$ cat config.mk
export PLATFORM = sky130hd
export DESIGN_NAME = sacc_ctrl
export DESIGN_NICKNAME = d
export VERILOG_FILES = /design/src/hdl/sacc_pkg.sv /design/src/hdl/sacc_ctrl.sv
export SDC_FILE = /design/constraint.sdc
export NUM_CORES = 1
export LEC_CHECK = 0
export BUFFER_PORTS_ARGS = -buffer_cell sky130_fd_sc_hd__buf_4
export CAP_MARGIN = 20
export CORE_ASPECT_RATIO = 1.75
export CORE_MARGIN = 10
export CORE_UTILIZATION = 50
export DETAILED_ROUTE_END_ITERATION = 10
export PLACE_DENSITY_LB_ADDON = 0.1
export SLEW_MARGIN = 20
export SYNTH_ARGS = -nofsm -noshare
export SYNTH_HDL_FRONTEND = slang
export SYNTH_SLANG_ARGS = --single-unit
export TNS_END_PERCENT = 10
$ cat constraint.sdc
create_clock -name hclk -period 5.77 [get_ports hclk]
set_input_delay 1.154 -clock hclk [delete_from_list [all_inputs] [get_ports hclk]]
set_output_delay 1.154 -clock hclk [all_outputs]
set_load 0.01 [all_outputs]
$ cat src/hdl/sacc_pkg.sv
package sacc_pkg;

	localparam logic [11:0] SACC_OFF_MODE = 12'h000;
	localparam logic [11:0] SACC_OFF_STC = 12'h004;
	localparam logic [11:0] SACC_OFF_CTRL = 12'h008;
	localparam logic [11:0] SACC_OFF_STAT = 12'h00c;
	localparam logic [11:0] SACC_OFF_RESULT = 12'h010;
	localparam logic [11:0] SACC_OFF_IRQ_STAT = 12'h014;
	localparam logic [11:0] SACC_OFF_IRQ_MASK = 12'h018;

	localparam logic [3:0] SACC_MODE_RST = 4'h0;
	localparam logic [7:0] SACC_STC_RST = 8'h00;
	localparam logic [4:0] SACC_CHAN_RST = 5'h00;
	localparam int SACC_CAL_BIT = 3;
	localparam int SACC_PWR_BIT = 2;

	localparam logic [1:0] SACC_RES_10 = 2'h0;
	localparam logic [1:0] SACC_RES_12 = 2'h1;
	localparam logic [1:0] SACC_RES_8 = 2'h2;

	localparam logic [7:0] SACC_CLKDIV_RST = 8'h03;
	localparam logic [8:0] SACC_SAMPLE_BASE = 9'h002;
	localparam logic [3:0] SACC_POSTCAL_CYC = 4'h2;

	localparam int SACC_IRQ_DONE = 0;
	localparam int SACC_IRQ_START = 1;

	typedef enum logic [3:0]
	{
		SACC_IDLE = 4'b0001,
		SACC_SAMPLE = 4'b0010,
		SACC_DISTRIB = 4'b0100,
		SACC_POSTCAL = 4'b1000
	} sacc_state_t;

endpackage : sacc_pkg

$ cat src/hdl/sacc_ctrl.sv
// The address map and the AHB-Lite interface to the registers were chosen for this implementation.
`timescale 1ns/1ps
`default_nettype none

module sacc_ctrl
	import sacc_pkg::*;
(
	input wire logic hclk,
	input wire logic hresetn,
	input wire logic hsel,
	input wire logic [31:0] haddr,
	input wire logic [1:0] htrans,
	input wire logic hwrite,
	input wire logic [2:0] hsize,
	input wire logic [31:0] hwdata,
	input wire logic hready,
	output logic [31:0] hrdata,
	output logic hreadyout,
	output logic hresp,
	input wire logic conversion_start_request,
	input wire logic comparator_shutdown,
	input wire logic [11:0] sar_sample_code,
	output logic [4:0] mux_channel,
	output logic comparator_enable,
	output logic converter_powered,
	output logic sampling_flag,
	output logic busy_flag,
	output logic result_valid_flag,
	output logic [11:0] conversion_result,
	output logic irq
);

	typedef struct packed
	{
		logic wr_pend;
		logic rd_pend;
		logic [11:0] addr;
		logic [31:0] rdata;
		logic [3:0] mode;
		logic [7:0] sample_time_count;
		logic [4:0] chan;
		logic [7:0] clkdiv;
		logic sw_start;
		logic [7:0] div_cnt;
		logic start_seen;
		logic end_sync;
		sacc_state_t state;
		logic [8:0] phase_cnt;
		logic [1:0] res_lat;
		logic cal_lat;
		logic pwr_keep;
		logic powered;
		logic sampling;
		logic busy;
		logic valid;
		logic [11:0] sar;
		logic [11:0] result;
		logic [1:0] irq_stat;
		logic [1:0] irq_mask;
		logic [2:0] shut_sync;
		logic shut_lvl;
	} sacc_regs_t;

	sacc_regs_t r_reg;
	sacc_regs_t r_next;

	function automatic logic [3:0] sacc_bits(input logic [1:0] res);
		case (res)
			SACC_RES_12: sacc_bits = 4'hc;
			SACC_RES_8: sacc_bits = 4'h8;
			default: sacc_bits = 4'ha;
		endcase
	endfunction : sacc_bits

	function automatic logic [11:0] sacc_justify(input logic [1:0] res,
		input logic [11:0] v);
		case (res)
			SACC_RES_8: sacc_justify = {v[11:4], 4'h0};
			SACC_RES_12: sacc_justify = v;
			default: sacc_justify = {v[11:2], 2'h0};
		endcase
	endfunction : sacc_justify

	logic acc_ok;
	logic conv_tick;
	logic start_req;
	logic conv_done;
	logic [1:0] irq_set;
	logic [1:0] irq_clr;

	assign acc_ok = hsel && hready && htrans[1];
	assign hreadyout = 1'b1;
	assign hresp = 1'b0;
	assign hrdata = r_reg.rdata;
	assign mux_channel = r_reg.chan;
	assign sampling_flag = r_reg.sampling;
	assign busy_flag = r_reg.busy;
	assign result_valid_flag = r_reg.valid;
	assign conversion_result = r_reg.result;
	assign converter_powered = r_reg.powered;
	assign comparator_enable = r_reg.powered && !r_reg.shut_lvl;
	assign irq = |(r_reg.irq_stat & r_reg.irq_mask);

	always_comb
	begin
		r_next = r_reg;
		irq_set = 2'h0;
		irq_clr = 2'h0;
		conv_done = 1'b0;
		r_next.sw_start = 1'b0;
		r_next.rdata = 32'h0;

		// shutdown pin comes from outside: three stages, accept on agreement
		r_next.shut_sync = {r_reg.shut_sync[1:0], comparator_shutdown};
		if (r_reg.shut_sync[2] == r_reg.shut_sync[1])
			r_next.shut_lvl = r_reg.shut_sync[2];

		r_next.wr_pend = acc_ok && hwrite;
		r_next.rd_pend = acc_ok && !hwrite;
		if (acc_ok)
			r_next.addr = haddr[11:0];
		if (acc_ok && !hwrite)
		begin
			case ({haddr[11:2], 2'b00})
				SACC_OFF_MODE: r_next.rdata = {28'h0, r_reg.mode};
				SACC_OFF_STC: r_next.rdata = {24'h0, r_reg.sample_time_count};
				SACC_OFF_CTRL: r_next.rdata = {11'h0, r_reg.chan, r_reg.clkdiv,
					8'h0};
				SACC_OFF_STAT: r_next.rdata = {28'h0, r_reg.powered,
					r_reg.valid, r_reg.busy, r_reg.sampling};
				SACC_OFF_RESULT: r_next.rdata = {20'h0, r_reg.result};
				SACC_OFF_IRQ_STAT: r_next.rdata = {30'h0, r_reg.irq_stat};
				SACC_OFF_IRQ_MASK: r_next.rdata = {30'h0, r_reg.irq_mask};
				default: r_next.rdata = 32'h0;
			endcase
		end
		if (r_reg.wr_pend)
		begin
			case ({r_reg.addr[11:2], 2'b00})
				SACC_OFF_MODE: r_next.mode = hwdata[3:0];
				SACC_OFF_STC: r_next.sample_time_count = hwdata[7:0];
				SACC_OFF_CTRL:
				begin
					r_next.sw_start = hwdata[0];
					r_next.clkdiv = hwdata[15:8];
					r_next.chan = hwdata[20:16];
				end
				SACC_OFF_IRQ_STAT: irq_clr = hwdata[1:0];
				SACC_OFF_IRQ_MASK: r_next.irq_mask = hwdata[1:0];
				default: ;
			endcase
		end

		// conversion clock as an enable pulse from the system clock
		conv_tick = 1'b0;
		if (r_reg.div_cnt >= r_reg.clkdiv)
		begin
			r_next.div_cnt = 8'h00;
			conv_tick = 1'b1;
		end
		else
			r_next.div_cnt = r_reg.div_cnt + 8'h01;

		// one system-clock sync period at start, one at end
		start_req = conversion_start_request || r_reg.sw_start;
		r_next.start_seen = 1'b0;
		if (start_req && !r_reg.busy && !r_reg.start_seen)
		begin
			r_next.start_seen = 1'b1;
			r_next.valid = 1'b0;
			irq_set[SACC_IRQ_START] = 1'b1;
		end

		r_next.end_sync = 1'b0;
		case (r_reg.state)
			SACC_IDLE:
			begin
				if (r_reg.start_seen)
				begin
					r_next.state = SACC_SAMPLE;
					r_next.sampling = 1'b1;
					r_next.busy = 1'b1;
					r_next.powered = 1'b1;
					r_next.res_lat = r_reg.mode[1:0];
					r_next.cal_lat = !r_reg.mode[SACC_CAL_BIT];
					r_next.pwr_keep = r_reg.mode[SACC_PWR_BIT];
					r_next.phase_cnt = SACC_SAMPLE_BASE + {1'b0, r_reg.sample_time_count};
				end
				if (r_reg.end_sync)
				begin
					r_next.busy = 1'b0;
					r_next.valid = 1'b1;
					conv_done = 1'b1;
					if (!r_reg.pwr_keep)
						r_next.powered = 1'b0;
				end
			end
			SACC_SAMPLE:
			begin
				if (conv_tick)
				begin
					r_next.phase_cnt = r_reg.phase_cnt - 9'h001;
					if (r_reg.phase_cnt == 9'h001)
					begin
						r_next.state = SACC_DISTRIB;
						r_next.sampling = 1'b0;
						r_next.sar = sar_sample_code;
						r_next.phase_cnt = {5'h0, sacc_bits(r_reg.res_lat)};
					end
				end
			end
			SACC_DISTRIB:
			begin
				if (conv_tick)
				begin
					r_next.phase_cnt = r_reg.phase_cnt - 9'h001;
					if (r_reg.phase_cnt == 9'h001)
					begin
						r_next.result = sacc_justify(r_reg.res_lat, r_reg.sar);
						if (r_reg.cal_lat)
						begin
							r_next.state = SACC_POSTCAL;
							r_next.phase_cnt = {5'h0, SACC_POSTCAL_CYC};
						end
						else
						begin
							r_next.state = SACC_IDLE;
							r_next.end_sync = 1'b1;
						end
					end
				end
			end
			SACC_POSTCAL:
			begin
				if (conv_tick)
				begin
					r_next.phase_cnt = r_reg.phase_cnt - 9'h001;
					if (r_reg.phase_cnt == 9'h001)
					begin
						r_next.state = SACC_IDLE;
						r_next.end_sync = 1'b1;
					end
				end
			end
			default: r_next.state = SACC_IDLE;
		endcase

		irq_set[SACC_IRQ_DONE] = conv_done;
		r_next.irq_stat = (r_reg.irq_stat & ~irq_clr) | irq_set;
	end

	always_ff @(posedge hclk or negedge hresetn)
	begin
		if (!hresetn)
		begin
			r_reg <= '0;
			r_reg.mode <= SACC_MODE_RST;
			r_reg.sample_time_count <= SACC_STC_RST;
			r_reg.chan <= SACC_CHAN_RST;
			r_reg.clkdiv <= SACC_CLKDIV_RST;
			r_reg.state <= SACC_IDLE;
		end
		else
			r_reg <= r_next;
	end

	AST_SAMPLE_TO_DISTRIB: assert property (
		@(posedge hclk) disable iff (!hresetn)
		$fell(sampling_flag) |-> busy_flag)
		else $error("sampling ended without busy");
	AST_VALID_ON_BUSY_FALL: assert property (
		@(posedge hclk) disable iff (!hresetn)
		$fell(busy_flag) |-> result_valid_flag)
		else $error("valid not raised as busy fell");
	AST_START_SETS_BUSY: assert property (
		@(posedge hclk) disable iff (!hresetn)
		(r_reg.start_seen && r_reg.state == SACC_IDLE) |=> busy_flag
		&& sampling_flag && !result_valid_flag)
		else $error("start did not begin sampling");
	AST_VALID_HOLD: assert property (
		@(posedge hclk) disable iff (!hresetn)
		(result_valid_flag && !start_req) |=> result_valid_flag)
		else $error("valid dropped without start");
	AST_JUST8: assert property (
		@(posedge hclk) disable iff (!hresetn)
		$rose(result_valid_flag) && r_reg.res_lat == SACC_RES_8
		|-> conversion_result == {r_reg.sar[11:4], 4'h0})
		else $error("8-bit result not justified");
	AST_JUST10: assert property (
		@(posedge hclk) disable iff (!hresetn)
		$rose(result_valid_flag) && r_reg.res_lat == SACC_RES_10
		|-> conversion_result == {r_reg.sar[11:2], 2'h0})
		else $error("10-bit result not justified");
	AST_RES12_FULL: assert property (
		@(posedge hclk) disable iff (!hresetn)
		$rose(result_valid_flag) && r_reg.res_lat == SACC_RES_12
		|-> conversion_result == r_reg.sar)
		else $error("12-bit result lost bits");
	AST_POSTCAL_BUSY: assert property (
		@(posedge hclk) disable iff (!hresetn)
		r_reg.state == SACC_POSTCAL |-> busy_flag && !sampling_flag)
		else $error("busy low during calibration");
	AST_NOCAL_SKIP: assert property (
		@(posedge hclk) disable iff (!hresetn)
		(r_reg.state == SACC_DISTRIB && !r_reg.cal_lat)
		|=> r_reg.state != SACC_POSTCAL)
		else $error("calibration run when disabled");
	AST_CAL_ENTERED: assert property (
		@(posedge hclk) disable iff (!hresetn)
		r_reg.state == SACC_DISTRIB && r_reg.cal_lat && conv_tick
		&& r_reg.phase_cnt == 9'h001 |=> r_reg.state == SACC_POSTCAL)
		else $error("calibration skipped when enabled");
	AST_NOCAL_END: assert property (
		@(posedge hclk) disable iff (!hresetn)
		r_reg.state == SACC_DISTRIB && !r_reg.cal_lat && conv_tick
		&& r_reg.phase_cnt == 9'h001 |=> r_reg.end_sync ##1 !busy_flag)
		else $error("busy not dropped after distribution");
	AST_POSTCAL_END: assert property (
		@(posedge hclk) disable iff (!hresetn)
		r_reg.state == SACC_POSTCAL && conv_tick
		&& r_reg.phase_cnt == 9'h001 |=> r_reg.end_sync ##1 !busy_flag)
		else $error("busy not dropped after calibration");
	AST_SAMPLE_FLAGS: assert property (
		@(posedge hclk) disable iff (!hresetn)
		r_reg.state == SACC_SAMPLE |-> sampling_flag && busy_flag)
		else $error("flags wrong while sampling");
	AST_DISTRIB_FLAGS: assert property (
		@(posedge hclk) disable iff (!hresetn)
		r_reg.state == SACC_DISTRIB |-> busy_flag && !sampling_flag)
		else $error("flags wrong during distribution");
	AST_IDLE_NO_SAMPLE: assert property (
		@(posedge hclk) disable iff (!hresetn)
		r_reg.state == SACC_IDLE |-> !sampling_flag)
		else $error("sampling flag high while idle");
	AST_BUSY_IGNORES: assert property (
		@(posedge hclk) disable iff (!hresetn)
		busy_flag |=> !r_reg.start_seen)
		else $error("start taken while busy");
	AST_RESULT_HOLD: assert property (
		@(posedge hclk) disable iff (!hresetn)
		result_valid_flag && !start_req |=> $stable(conversion_result))
		else $error("result changed while valid");
	AST_POWER_DOWN: assert property (
		@(posedge hclk) disable iff (!hresetn)
		$fell(busy_flag) && !r_reg.pwr_keep |-> !converter_powered)
		else $error("converter stayed powered");
	AST_POWER_KEEP: assert property (
		@(posedge hclk) disable iff (!hresetn)
		$fell(busy_flag) && r_reg.pwr_keep |-> converter_powered)
		else $error("converter powered down when kept");
	AST_SHUTDOWN: assert property (
		@(posedge hclk) disable iff (!hresetn)
		r_reg.shut_lvl |-> !comparator_enable)
		else $error("comparators on during shutdown");
	// four samples cover three sync stages plus the agreement register
	AST_SHUTDOWN_PIN: assert property (
		@(posedge hclk) disable iff (!hresetn)
		comparator_shutdown [*4] |=> !comparator_enable)
		else $error("shutdown pin did not stop comparators");

endmodule : sacc_ctrl

`default_nettype wire

Word-level counts from Yosys, hierarchy flattened --
Cells that the tools add are included.
Word-level totals: bits in registers 134, bits of input ports 88, output and inout port bits 57, word-level logic and storage cells 123
Cells by class: $add $sub $neg 3, order comparisons 1, equal/unequal tests 25, mux-type cells 34, bitwise gates (word level) 4, reductions and logical operators 30
Operator list (count):
- 21-bit one-hot mux with 7 select lines | 1
- 10-bit by 3-bit == test with 1-bit output (second input constant) | 5
- 14-bit 2-to-1 mux | 3
- 9-bit one-hot mux with 4 select lines | 1
- 10-bit by 2-bit == test with 1-bit output (second input constant) | 3
- 13-bit 2-to-1 mux | 2
- 21-bit 2-to-1 mux | 1
- 10-bit by 1-bit == test with 1-bit output (second input constant) | 2
- 10-bit logical NOT | 2
- 20-bit 2-to-1 mux | 1
- 4-bit one-hot mux with 4 select lines | 1
- 2-bit != test (second input constant) | 7
- 1-bit 2-to-1 mux | 13
- 2-bit AND reduction | 6
- 2-bit by 8-bit adder with 9-bit output (first input constant) | 1
- 9-bit by 1-bit == test with 1-bit output (second input constant) | 1
- 9-bit 2-to-1 mux | 1
- 9-bit by 1-bit subtractor with 9-bit output (second input constant) | 1
- 8-bit by 1-bit adder with 8-bit output (second input constant) | 1
- 8-bit >= comparator | 1
- 8-bit 2-to-1 mux | 1
- 4-bit one-hot mux with 2 select lines | 1
- 1-bit logical AND | 7
- 7-bit AND reduction | 1
- other kinds (23) | 33

Logic depth before layout (Yosys ltp) --
Gate-level depths: netlist (run 1).
depth after elaboration 6, gate-level depth with buffers 10, gate-level depth less buffers 8

Worst setup path after synthesis (run 1) --
No wires, ideal clock.
path kind input port to flip-flop, start input haddr[9], end register r_reg (netlist bit hrdata[12]), library setup time 0.067 ns, arrival 2.548 ns, required time 5.703 ns, path slack 3.154 ns, stages on the path 5, buffers on the path 0, path through nor4_1 nand2_1 nor4b_2 nor3b_1 and2_1
RTL lines:
- start: declaration | RTL line sacc_ctrl.sv:11 | input wire logic [31:0] haddr,
- end signal: assignment | RTL line sacc_ctrl.sv:264 | r_reg <= r_next;
- end: declaration | RTL line sacc_ctrl.sv:64 | sacc_regs_t r_reg;

==> results of run 1 <==
-- synthesized netlist by cell type (6+ instances only) --
library cell / n / area [um2]
a21oi_1: 9 / 45.0
a22oi_1: 11 / 82.6
and2_1: 16 / 100
buf_4: 53 / 398
clkbuf_1: 6 / 22.5
dfrtp_1: 118 / 2950
ha_1: 14 / 175
inv_1: 19 / 71.3
mux2_2: 48 / 541
mux2_4: 8 / 120
nand2_1: 39 / 146
nand3_1: 16 / 80.1
nor2_1: 37 / 139
nor2b_1: 6 / 37.5
o21a_1: 6 / 45.0
o21ai_0: 26 / 130
xor2_1: 8 / 70.1
-- cells by family after synthesis --
logic type	count (synthesis)	synth area share
and+or+nand+nor	152	0.135
DFF	121	0.502
AOI/OAI and AO/OA	90	0.106
buffers and inverters	87	0.0939
muxes	58	0.113
adders and majority gates	15	0.0307
xor gates and xnor gates	13	0.0189
other	2	0.00124
-- metrics by stage --
stage	power [mW]	cells	utilization	hold slack, ps	worst slack, ps
2_1_floorplan	1.21	549	-	331	3150
3_3_place_gp	1.33	713	0.542	345	2080
3_5_place_dp	1.34	713	0.542	343	2010
4_1_cts	2.51	745	0.596	366	2450
5_1_grt	2.59	745	0.597	371	2720
6_report	2.49	745	0.597	362	2870
-- power groups by stage --
stage | Clock, mW | Sequential [mW] | Combinational (mW)
floorplan | 0 | 0.993 | 0.217
global placement | 0 | 1.01 | 0.317
detailed placement | 0 | 1.02 | 0.325
CTS | 1.18 | 1.00 | 0.328
global route | 1.21 | 1.01 | 0.363
finish | 1.16 | 1.00 | 0.325
-- critical path: stages --
cell and delay, ps:
buf_4 110, nor4_1 320, nand2_1 240, nor4b_2 560, nor3b_2 630, and2_1 220
-- cell type report --
cell class	count	area (um2)	area share
Sequential cell	121	3030	0.426
Clock inverter	12	185	0.0260
Inverter	19	71.3	0.0100
Multi-Input combinational cell	341	2480	0.349
Clock buffer	20	467	0.0655
Tap cell	137	171	0.0241
Timing Repair Buffer	95	713	0.100
-- per-layer routing --
| layer | up-vias | track usage | routed length [um] |
|---|---|---|---|
| li1 | 1934 | - | - |
| met1 | 2038 | 0.177 | 5080 |
| met3 | 37 | 0.0487 | 722 |
| met5 | - | 0 | 0 |
| met2 | 106 | 0.329 | 8280 |
| met4 | 0 | 0.0883 | 516 |
-- worst paths after layout --
path                                          start                          endpoint  slack, ps  depth (start not counted)
worst min-delay path            r_next[2]$_DFF_PN0_               r_next[3]$_DFF_PN0_        360                          0
worst max register to register  r_reg[59]$_DFF_PN0_             r_reg[41]$_DFFE_PN0P_       3020                          7
worst max-delay path                       haddr[9]              hrdata[16]$_DFF_PN0_       2870                          6
worst min register to register  r_next[2]$_DFF_PN0_               r_next[3]$_DFF_PN0_        360                          0
max in group asynchronous                   hresetn  conversion_result[6]$_DFFE_PN0P_       3700                          2
min in group asynchronous                   hresetn               r_reg[59]$_DFF_PN0_        860                          1
==> flow_metrics.tcl, run 1 <==
set metrics [dict create \
    worst-setup-path-type "input pin to flop" \
    finalSetupViolCount 0 \
    synth_edf_count 0 \
    gp_congestion 0.865 \
    start_util 0.506 \
    portBuffers 94 \
    switching_share 0.261 \
    max_freq_mhz 345 \
    hpwlAfterDp_um 11100 \
    status "completed" \
    largest_register_ffs 77 \
    drc 0 \
    period_share 0.502 \
    wirelength_um 14600 \
    ant_nets 0 \
    place_area_um2 6470 \
    final_cell_mix "dfrtp_1 (118), buf_4 (95), mux2_2 (48)" \
    grt_pass1_vias 4447 \
    syn_area_um2 6040 \
    path_max_fanout 9 \
    nets 697 \
    critPathArrivalTime_ps 3240 \
    max-cap-violations 0 \
    track_usage 0.179 \
    synth_async_sr_flop_share 1.00 \
    yosysSeqAreaShare 0.502 \
    hold_class "flop to flop" \
    synth_ff_type "dfrtp_1" \
    period_minus_slack_ps 2900 \
    combPwrFrac 0.131 \
    skew_ps 8.58 \
    final_area_um2 7120 \
    via_per_inst 5.52 \
    seqPwrFrac 0.403 \
    cts.sinks 121 \
    irDropWorstVdd_mv 0.248 \
    critPathCaptureType "flop" \
    n_antenna_cell 0 \
    top_level_ports 145 \
    drv_slew 0 \
    area_growth_pct 18.0 \
    h-tree-depth 4 \
    rsz0062_at_grt "false" \
    fillCellCount 1017 \
    setup_tns_ps 0 \
    hold_viol_final 0 \
    die_y_um 165 \
    post_cts_buffers 0 \
    synthesis.instances 538 \
    drtIter0Drc 156 \
    cts_resized 0 \
    max_slew.worst_pin.slew_ps 883 \
    clkPwrFrac 0.466 \
    yosysUniqueCellTypes 69 \
    placement_rows 53 \
    path_clk_slew_ps 60 \
    relSlewSlack 0.410 \
    grt.overflow.total 0 \
    power_density_nw_per_um2 349 \
    drive_above_1_share 0.327 \
    wl_per_cell_um 19.6 \
    core_region_area_um2 11900 \
    grt_pass1_wl_um 23300 \
    ys_warn_count 0 \
    cts_hold_buffers 0 \
    root_buffer "clkbuf_16" \
    mostFrequentLayoutCell "dfrtp_1" \
    p_int_mw 1.84 \
    num_vias 4115 \
    grt_antenna_before_repair 0 \
    cts_tree "done" \
    cts_buffers 17 \
    critPathRequiredTime_ps 6120 \
    die_area_um2 17000 \
    detail_route.first_pass.iterations 4 \
    grt_start_max_net_pins 71 \
    switchingPower_mw 0.649 \
    p_leak_nw 3.38 \
    start_kind "input pin" \
    ys_ff_latch 121 \
    clkLatencyLatePin_ps 420 \
    die_w_um 103 \
    clock_path_buffers 2 \
    synth_area_per_cell_um2 11.2 \
]
Note: power is estimated with default switching activity, not from simulation.
==> run 2, diff against run 1 <==
Settings changed: CORE_UTILIZATION 50 to 49.
Clock period 5.77 ns to 2.6 ns, I/O delays scaled along.
==> flow_metrics.tcl, run 2 (synthesized netlist as in run 1, its figures left out) <==
set metrics [dict create \
    status "completed" \
    cp_cell_sequence "inv_1 -> ha_1 -> or4_1 -> a21oi_1 -> nor3_2 -> o2111ai_4 -> buf_4 -> mux2_2" \
    wirelength_um 14700 \
    hold_class "input pin to async pin" \
    startpoint "r_reg[65]$_DFFE_PN1P_" \
    drtIter0Drc 260 \
    critPathArrivalTime_ps 2730 \
    cts_hold_buffers 0 \
    finalSetupViolCount 0 \
    rsz0062_at_grt "false" \
    core_region_area_um2 12100 \
    hpwlAfterDp_um 11100 \
    max-cap-violations 0 \
    clkLatencyLatePin_ps 410 \
    track_usage 0.171 \
    relSlewSlack 0.582 \
    drc 0 \
    start_util 0.500 \
    path_clk_slew_ps 60 \
    mostFrequentLayoutCell "dfrtp_1" \
    setup_tns_ps 0 \
    grt.overflow.total 0 \
    period_minus_slack_ps 2430 \
    nets 712 \
    grt_antenna_before_repair 0 \
    detail_route.first_pass.iterations 4 \
    top_level_ports 145 \
    num_vias 4267 \
    cts_resized 0 \
    die_y_um 167 \
    irDropWorstVdd_mv 0.567 \
    h-tree-depth 4 \
    cts_tree "done" \
    wl_per_cell_um 18.6 \
    start_kind "flop" \
    post_cts_buffers 0 \
    portBuffers 94 \
    critPathRequiredTime_ps 2890 \
    grt_pass1_vias 4644 \
    final_cell_mix "dfrtp_1 (118), buf_4 (109), mux2_2 (48)" \
    die_area_um2 17300 \
    cts_buffers 17 \
    drive_above_1_share 0.342 \
    worst-setup-path-type "flop to flop" \
    cts.sinks 121 \
    placement_rows 53 \
    grt_start_max_net_pins 79 \
    reg2reg_from "r_reg[65]$_DFFE_PN1P_" \
    grt_pass1_wl_um 23700 \
    crit_family "flip-flops" \
    max_slew.worst_pin.slew_ps 621 \
    p_leak_nw 3.47 \
    place_area_um2 6630 \
    layout_setup_ws_ps 168 \
    via_per_inst 5.41 \
    cp_num_buf_inv 2 \
    n_antenna_cell 0 \
    clock_path_buffers 2 \
    pre_cts_ws_ps 146 \
    gp_congestion 0.855 \
    largest_register_ffs 77 \
    drv_slew 0 \
    hold_viol_final 0 \
    ant_nets 0 \
    root_buffer "clkbuf_16" \
    period_share 0.935 \
    die_w_um 104 \
    skew_ps 8.07 \
    slowest_delay_ps 540 \
    path_max_fanout 9 \
    cpMaxStageDelayCell "dfstp_2" \
    final_area_um2 7290 \
    area_growth_pct 20.7 \
    power_density_nw_per_um2 769 \
    max_freq_mhz 411 \
    fillCellCount 1014 \
    critPathCaptureType "flop" \
]
run 2: changes by cell type in the layout (fill, tap and decap cells not counted), moves of 2 or more:
| cell | delta |
|---|---|
| buf_4 | +14 |
| clkbuf_8 | -2 |
| clkinv_4 | +2 |
| clkinvlp_4 | -3 |
run 2: path summary, 6_finish.rpt:
path / to / slack (ps) / depth (start not counted)
max in group asynchronous: r_reg[64]$_DFFE_PN1P_ / 1810 / 2
min: r_reg[52]$_DFFE_PN0P_ / 40 / 1
max reg2reg: conversion_result[6]$_DFFE_PN0P_ / 170 / 8
max: conversion_result[6]$_DFFE_PN0P_ / 170 / 8
min reg2reg: r_next[3]$_DFF_PN0_ / 360 / 0
min in group hclk: r_next[2]$_DFF_PN0_ / 210 / 1
run 2: power breakdown:
group / internal (mW) / leakage [nW] / switching [mW]
combinational: 0.361 / 1.63 / 0.394
sequential: 2.05 / 1.52 / 0.175
clock: 1.74 / 0.319 / 0.883
run 2: area by class of cell:
type / count / area (um2) / share of cell area
Inverter: 19 / 71.3 / 0.00979
Tap cell: 165 / 206 / 0.0283
Clock buffer: 19 / 443 / 0.0608
Timing Repair Buffer: 110 / 838 / 0.115
Clock inverter: 13 / 215 / 0.0295
Multi-Input combinational cell: 341 / 2480 / 0.340
Sequential cell: 121 / 3030 / 0.416
run 2: stage by stage:
| step | hold WS [ps] | power [mW] | std cells | utilization |
|---|---|---|---|---|
| 6_report | 38.7 | 5.60 | 788 | 0.604 |
| 3_3_place_gp | 342 | 2.98 | 756 | 0.549 |
| 3_5_place_dp | 340 | 3.01 | 756 | 0.549 |
| 2_1_floorplan | 224 | 2.68 | 549 | - |
| 4_1_cts | 45.5 | 5.64 | 788 | 0.604 |
| 5_1_grt | 58.8 | 5.83 | 788 | 0.604 |
run 2: metal layers:
layer	vias to the layer above	track usage	part of all wire
li1	1971	-	-
met1	2127	0.165	0.36
met2	133	0.319	0.55
met3	36	0.0452	0.049
met4	0	0.0906	0.039
met5	-	0	0
==> run 3, diff against run 2 <==
Settings changed: CORE_UTILIZATION 49 to 30, PLACE_DENSITY from default to 0.52, PLACE_DENSITY_LB_ADDON 0.1 to default.
==> flow_metrics.tcl, run 3 (synthesized netlist as in run 1, its figures left out) <==
set metrics [dict create \
    top_level_ports 145 \
    start_util 0.306 \
    power_density_nw_per_um2 752 \
    wirelength_um 15300 \
    hpwlAfterDp_um 12000 \
    clock_path_buffers 2 \
    h-tree-depth 4 \
    critPathArrivalTime_ps 2780 \
    n_antenna_cell 0 \
    grt_start_max_net_pins 56 \
    skew_ps 9.86 \
    switchingPower_mw 1.49 \
    grt_antenna_before_repair 0 \
    area_growth_pct 22.5 \
    utilization 0.375 \
    core_region_area_um2 19700 \
    die_w_um 127 \
    critPathRequiredTime_ps 2890 \
    setup_tns_ps 0 \
    drive_above_1_share 0.342 \
    path_clk_slew_ps 60 \
    cts.sinks 121 \
    cts_buffers 17 \
    drtIter0Drc 200 \
    instances_no_fill 867 \
    die_y_um 208 \
    dp.cells 835 \
    hold_viol_final 0 \
    placement_rows 68 \
    die_area_um2 26400 \
    period_share 0.958 \
    period_minus_slack_ps 2490 \
    via_per_inst 4.84 \
    clkPwrFrac 0.463 \
    gp_congestion 0.841 \
    drc 0 \
    cts_tree "done" \
    path_max_fanout 13 \
    portBuffers 94 \
    drv_slew 0 \
    switching_share 0.269 \
    wl_per_cell_um 17.7 \
    cts_resized 0 \
    nets 711 \
    seqPwrFrac 0.400 \
    slowest_delay_ps 540 \
    p_leak_nw 3.47 \
    start_kind "flop" \
    post_cts_buffers 0 \
    mostFrequentLayoutCell "dfrtp_1" \
    max_slew.worst_pin.slew_ps 638 \
    detail_route.first_pass.iterations 4 \
    hold_class "input pin to async pin" \
    irDropWorstVdd_mv 0.369 \
    status "completed" \
    grt_pass1_wl_um 24600 \
    cpMaxStageDelayCell "dfstp_2" \
    num_vias 4192 \
    combPwrFrac 0.137 \
    rsz0062_at_grt "false" \
    grt_pass1_vias 4606 \
    relSlewSlack 0.570 \
    finalSetupViolCount 0 \
    track_usage 0.116 \
    critPathCaptureType "flop" \
    largest_register_ffs 77 \
    grt.overflow.total 0 \
    ant_nets 0 \
    cp_cell_sequence "inv_1 -> ha_1 -> or4_1 -> a21oi_1 -> nor3_2 -> or2_1 -> nand3_4 -> mux2_2" \
    final_cell_mix "dfrtp_1 (118), buf_4 (106), mux2_2 (48)" \
    clkLatencyLatePin_ps 420 \
    cts_hold_buffers 0 \
    root_buffer "clkbuf_16" \
    worst-setup-path-type "flop to flop" \
    max_freq_mhz 402 \
    p_int_mw 4.07 \
    max-cap-violations 0 \
]
==> run 3: cell types whose count changed in the layout (fill, tap and decap cells not counted) <==
cell,change
clkinv_2,-1
buf_12,+2
bufinv_16,-1
o31a_2,+1
o31a_1,-1
and2_2,-1
buf_4,-3
clkbuf_1,-1
inv_8,+1
inv_6,+2
and2_1,+1
==> run 3: path summary, 6_finish.rpt <==
path / startpoint / end / slack [ps] / cells after the start
worst max register to register: r_reg[65]$_DFFE_PN1P_ / r_reg[28]$_DFFE_PN0P_ / 110 / 8
worst min-delay path: hresetn / r_next[2]$_DFF_PN0_ / 90 / 1
max in group asynchronous: hresetn / r_reg[81]$_DFFE_PN0P_ / 1820 / 2
worst min register to register: r_next[2]$_DFF_PN0_ / r_next[3]$_DFF_PN0_ / 350 / 0
worst max-delay path: r_reg[65]$_DFFE_PN1P_ / r_reg[28]$_DFFE_PN0P_ / 110 / 8
min in group hclk: comparator_shutdown / r_next[2]$_DFF_PN0_ / 210 / 1
==> run 3: power groups by stage <==
stage / registers, mW / logic, mW / clock network (mW)
floorplan: 2.20 / 0.481 / 0
global placement: 2.24 / 0.743 / 0
detailed placement: 2.26 / 0.772 / 0
CTS: 2.22 / 0.774 / 2.64
global route: 2.25 / 0.857 / 2.71
finish: 2.22 / 0.763 / 2.58
==> run 3: area by class of cell <==
cell class	instances	area, um2
multi-input cells	341	2480
flip-flops and latches	121	3030
repair buffers	109	856
well taps	245	307
clock inverters	14	209
clock buffers	18	439
fillers	2003	12300
inverters	19	71.3
==> run 3: layer usage <==
| layer | share of wire | global-route usage | up-vias |
|---|---|---|---|
| met3 | 0.049 | 0.0327 | 18 |
| met1 | 0.37 | 0.117 | 2084 |
| met4 | 0.017 | 0.0484 | 0 |
| met2 | 0.56 | 0.215 | 118 |
| met5 | 0 | 0 | - |
| li1 | - | - | 1972 |
==> run 3: per-stage QoR <==
step	total power, mW	worst slack [ps]	hold slack [ps]	area [um2]
global route	5.81	33.9	118	7390
floorplan	2.68	248	224	6080
global placement	2.98	175	334	6740
CTS	5.63	134	96.4	7390
finish	5.56	110	85.1	7390
detailed placement	3.03	143	341	6740
==> run 3: critical path: cells and delay by family (launching register included) <==
| kind | cells | cell delay (ps) |
|---|---|---|
| AO/OA/AOI/OAI | 1 | 200 |
| adder cells (fa/ha/maj) | 1 | 200 |
| buffers and inverters | 1 | 60 |
| flip-flops | 1 | 540 |
| multiplexers | 1 | 370 |
| AND/OR/NAND/NOR | 4 | 1000 |
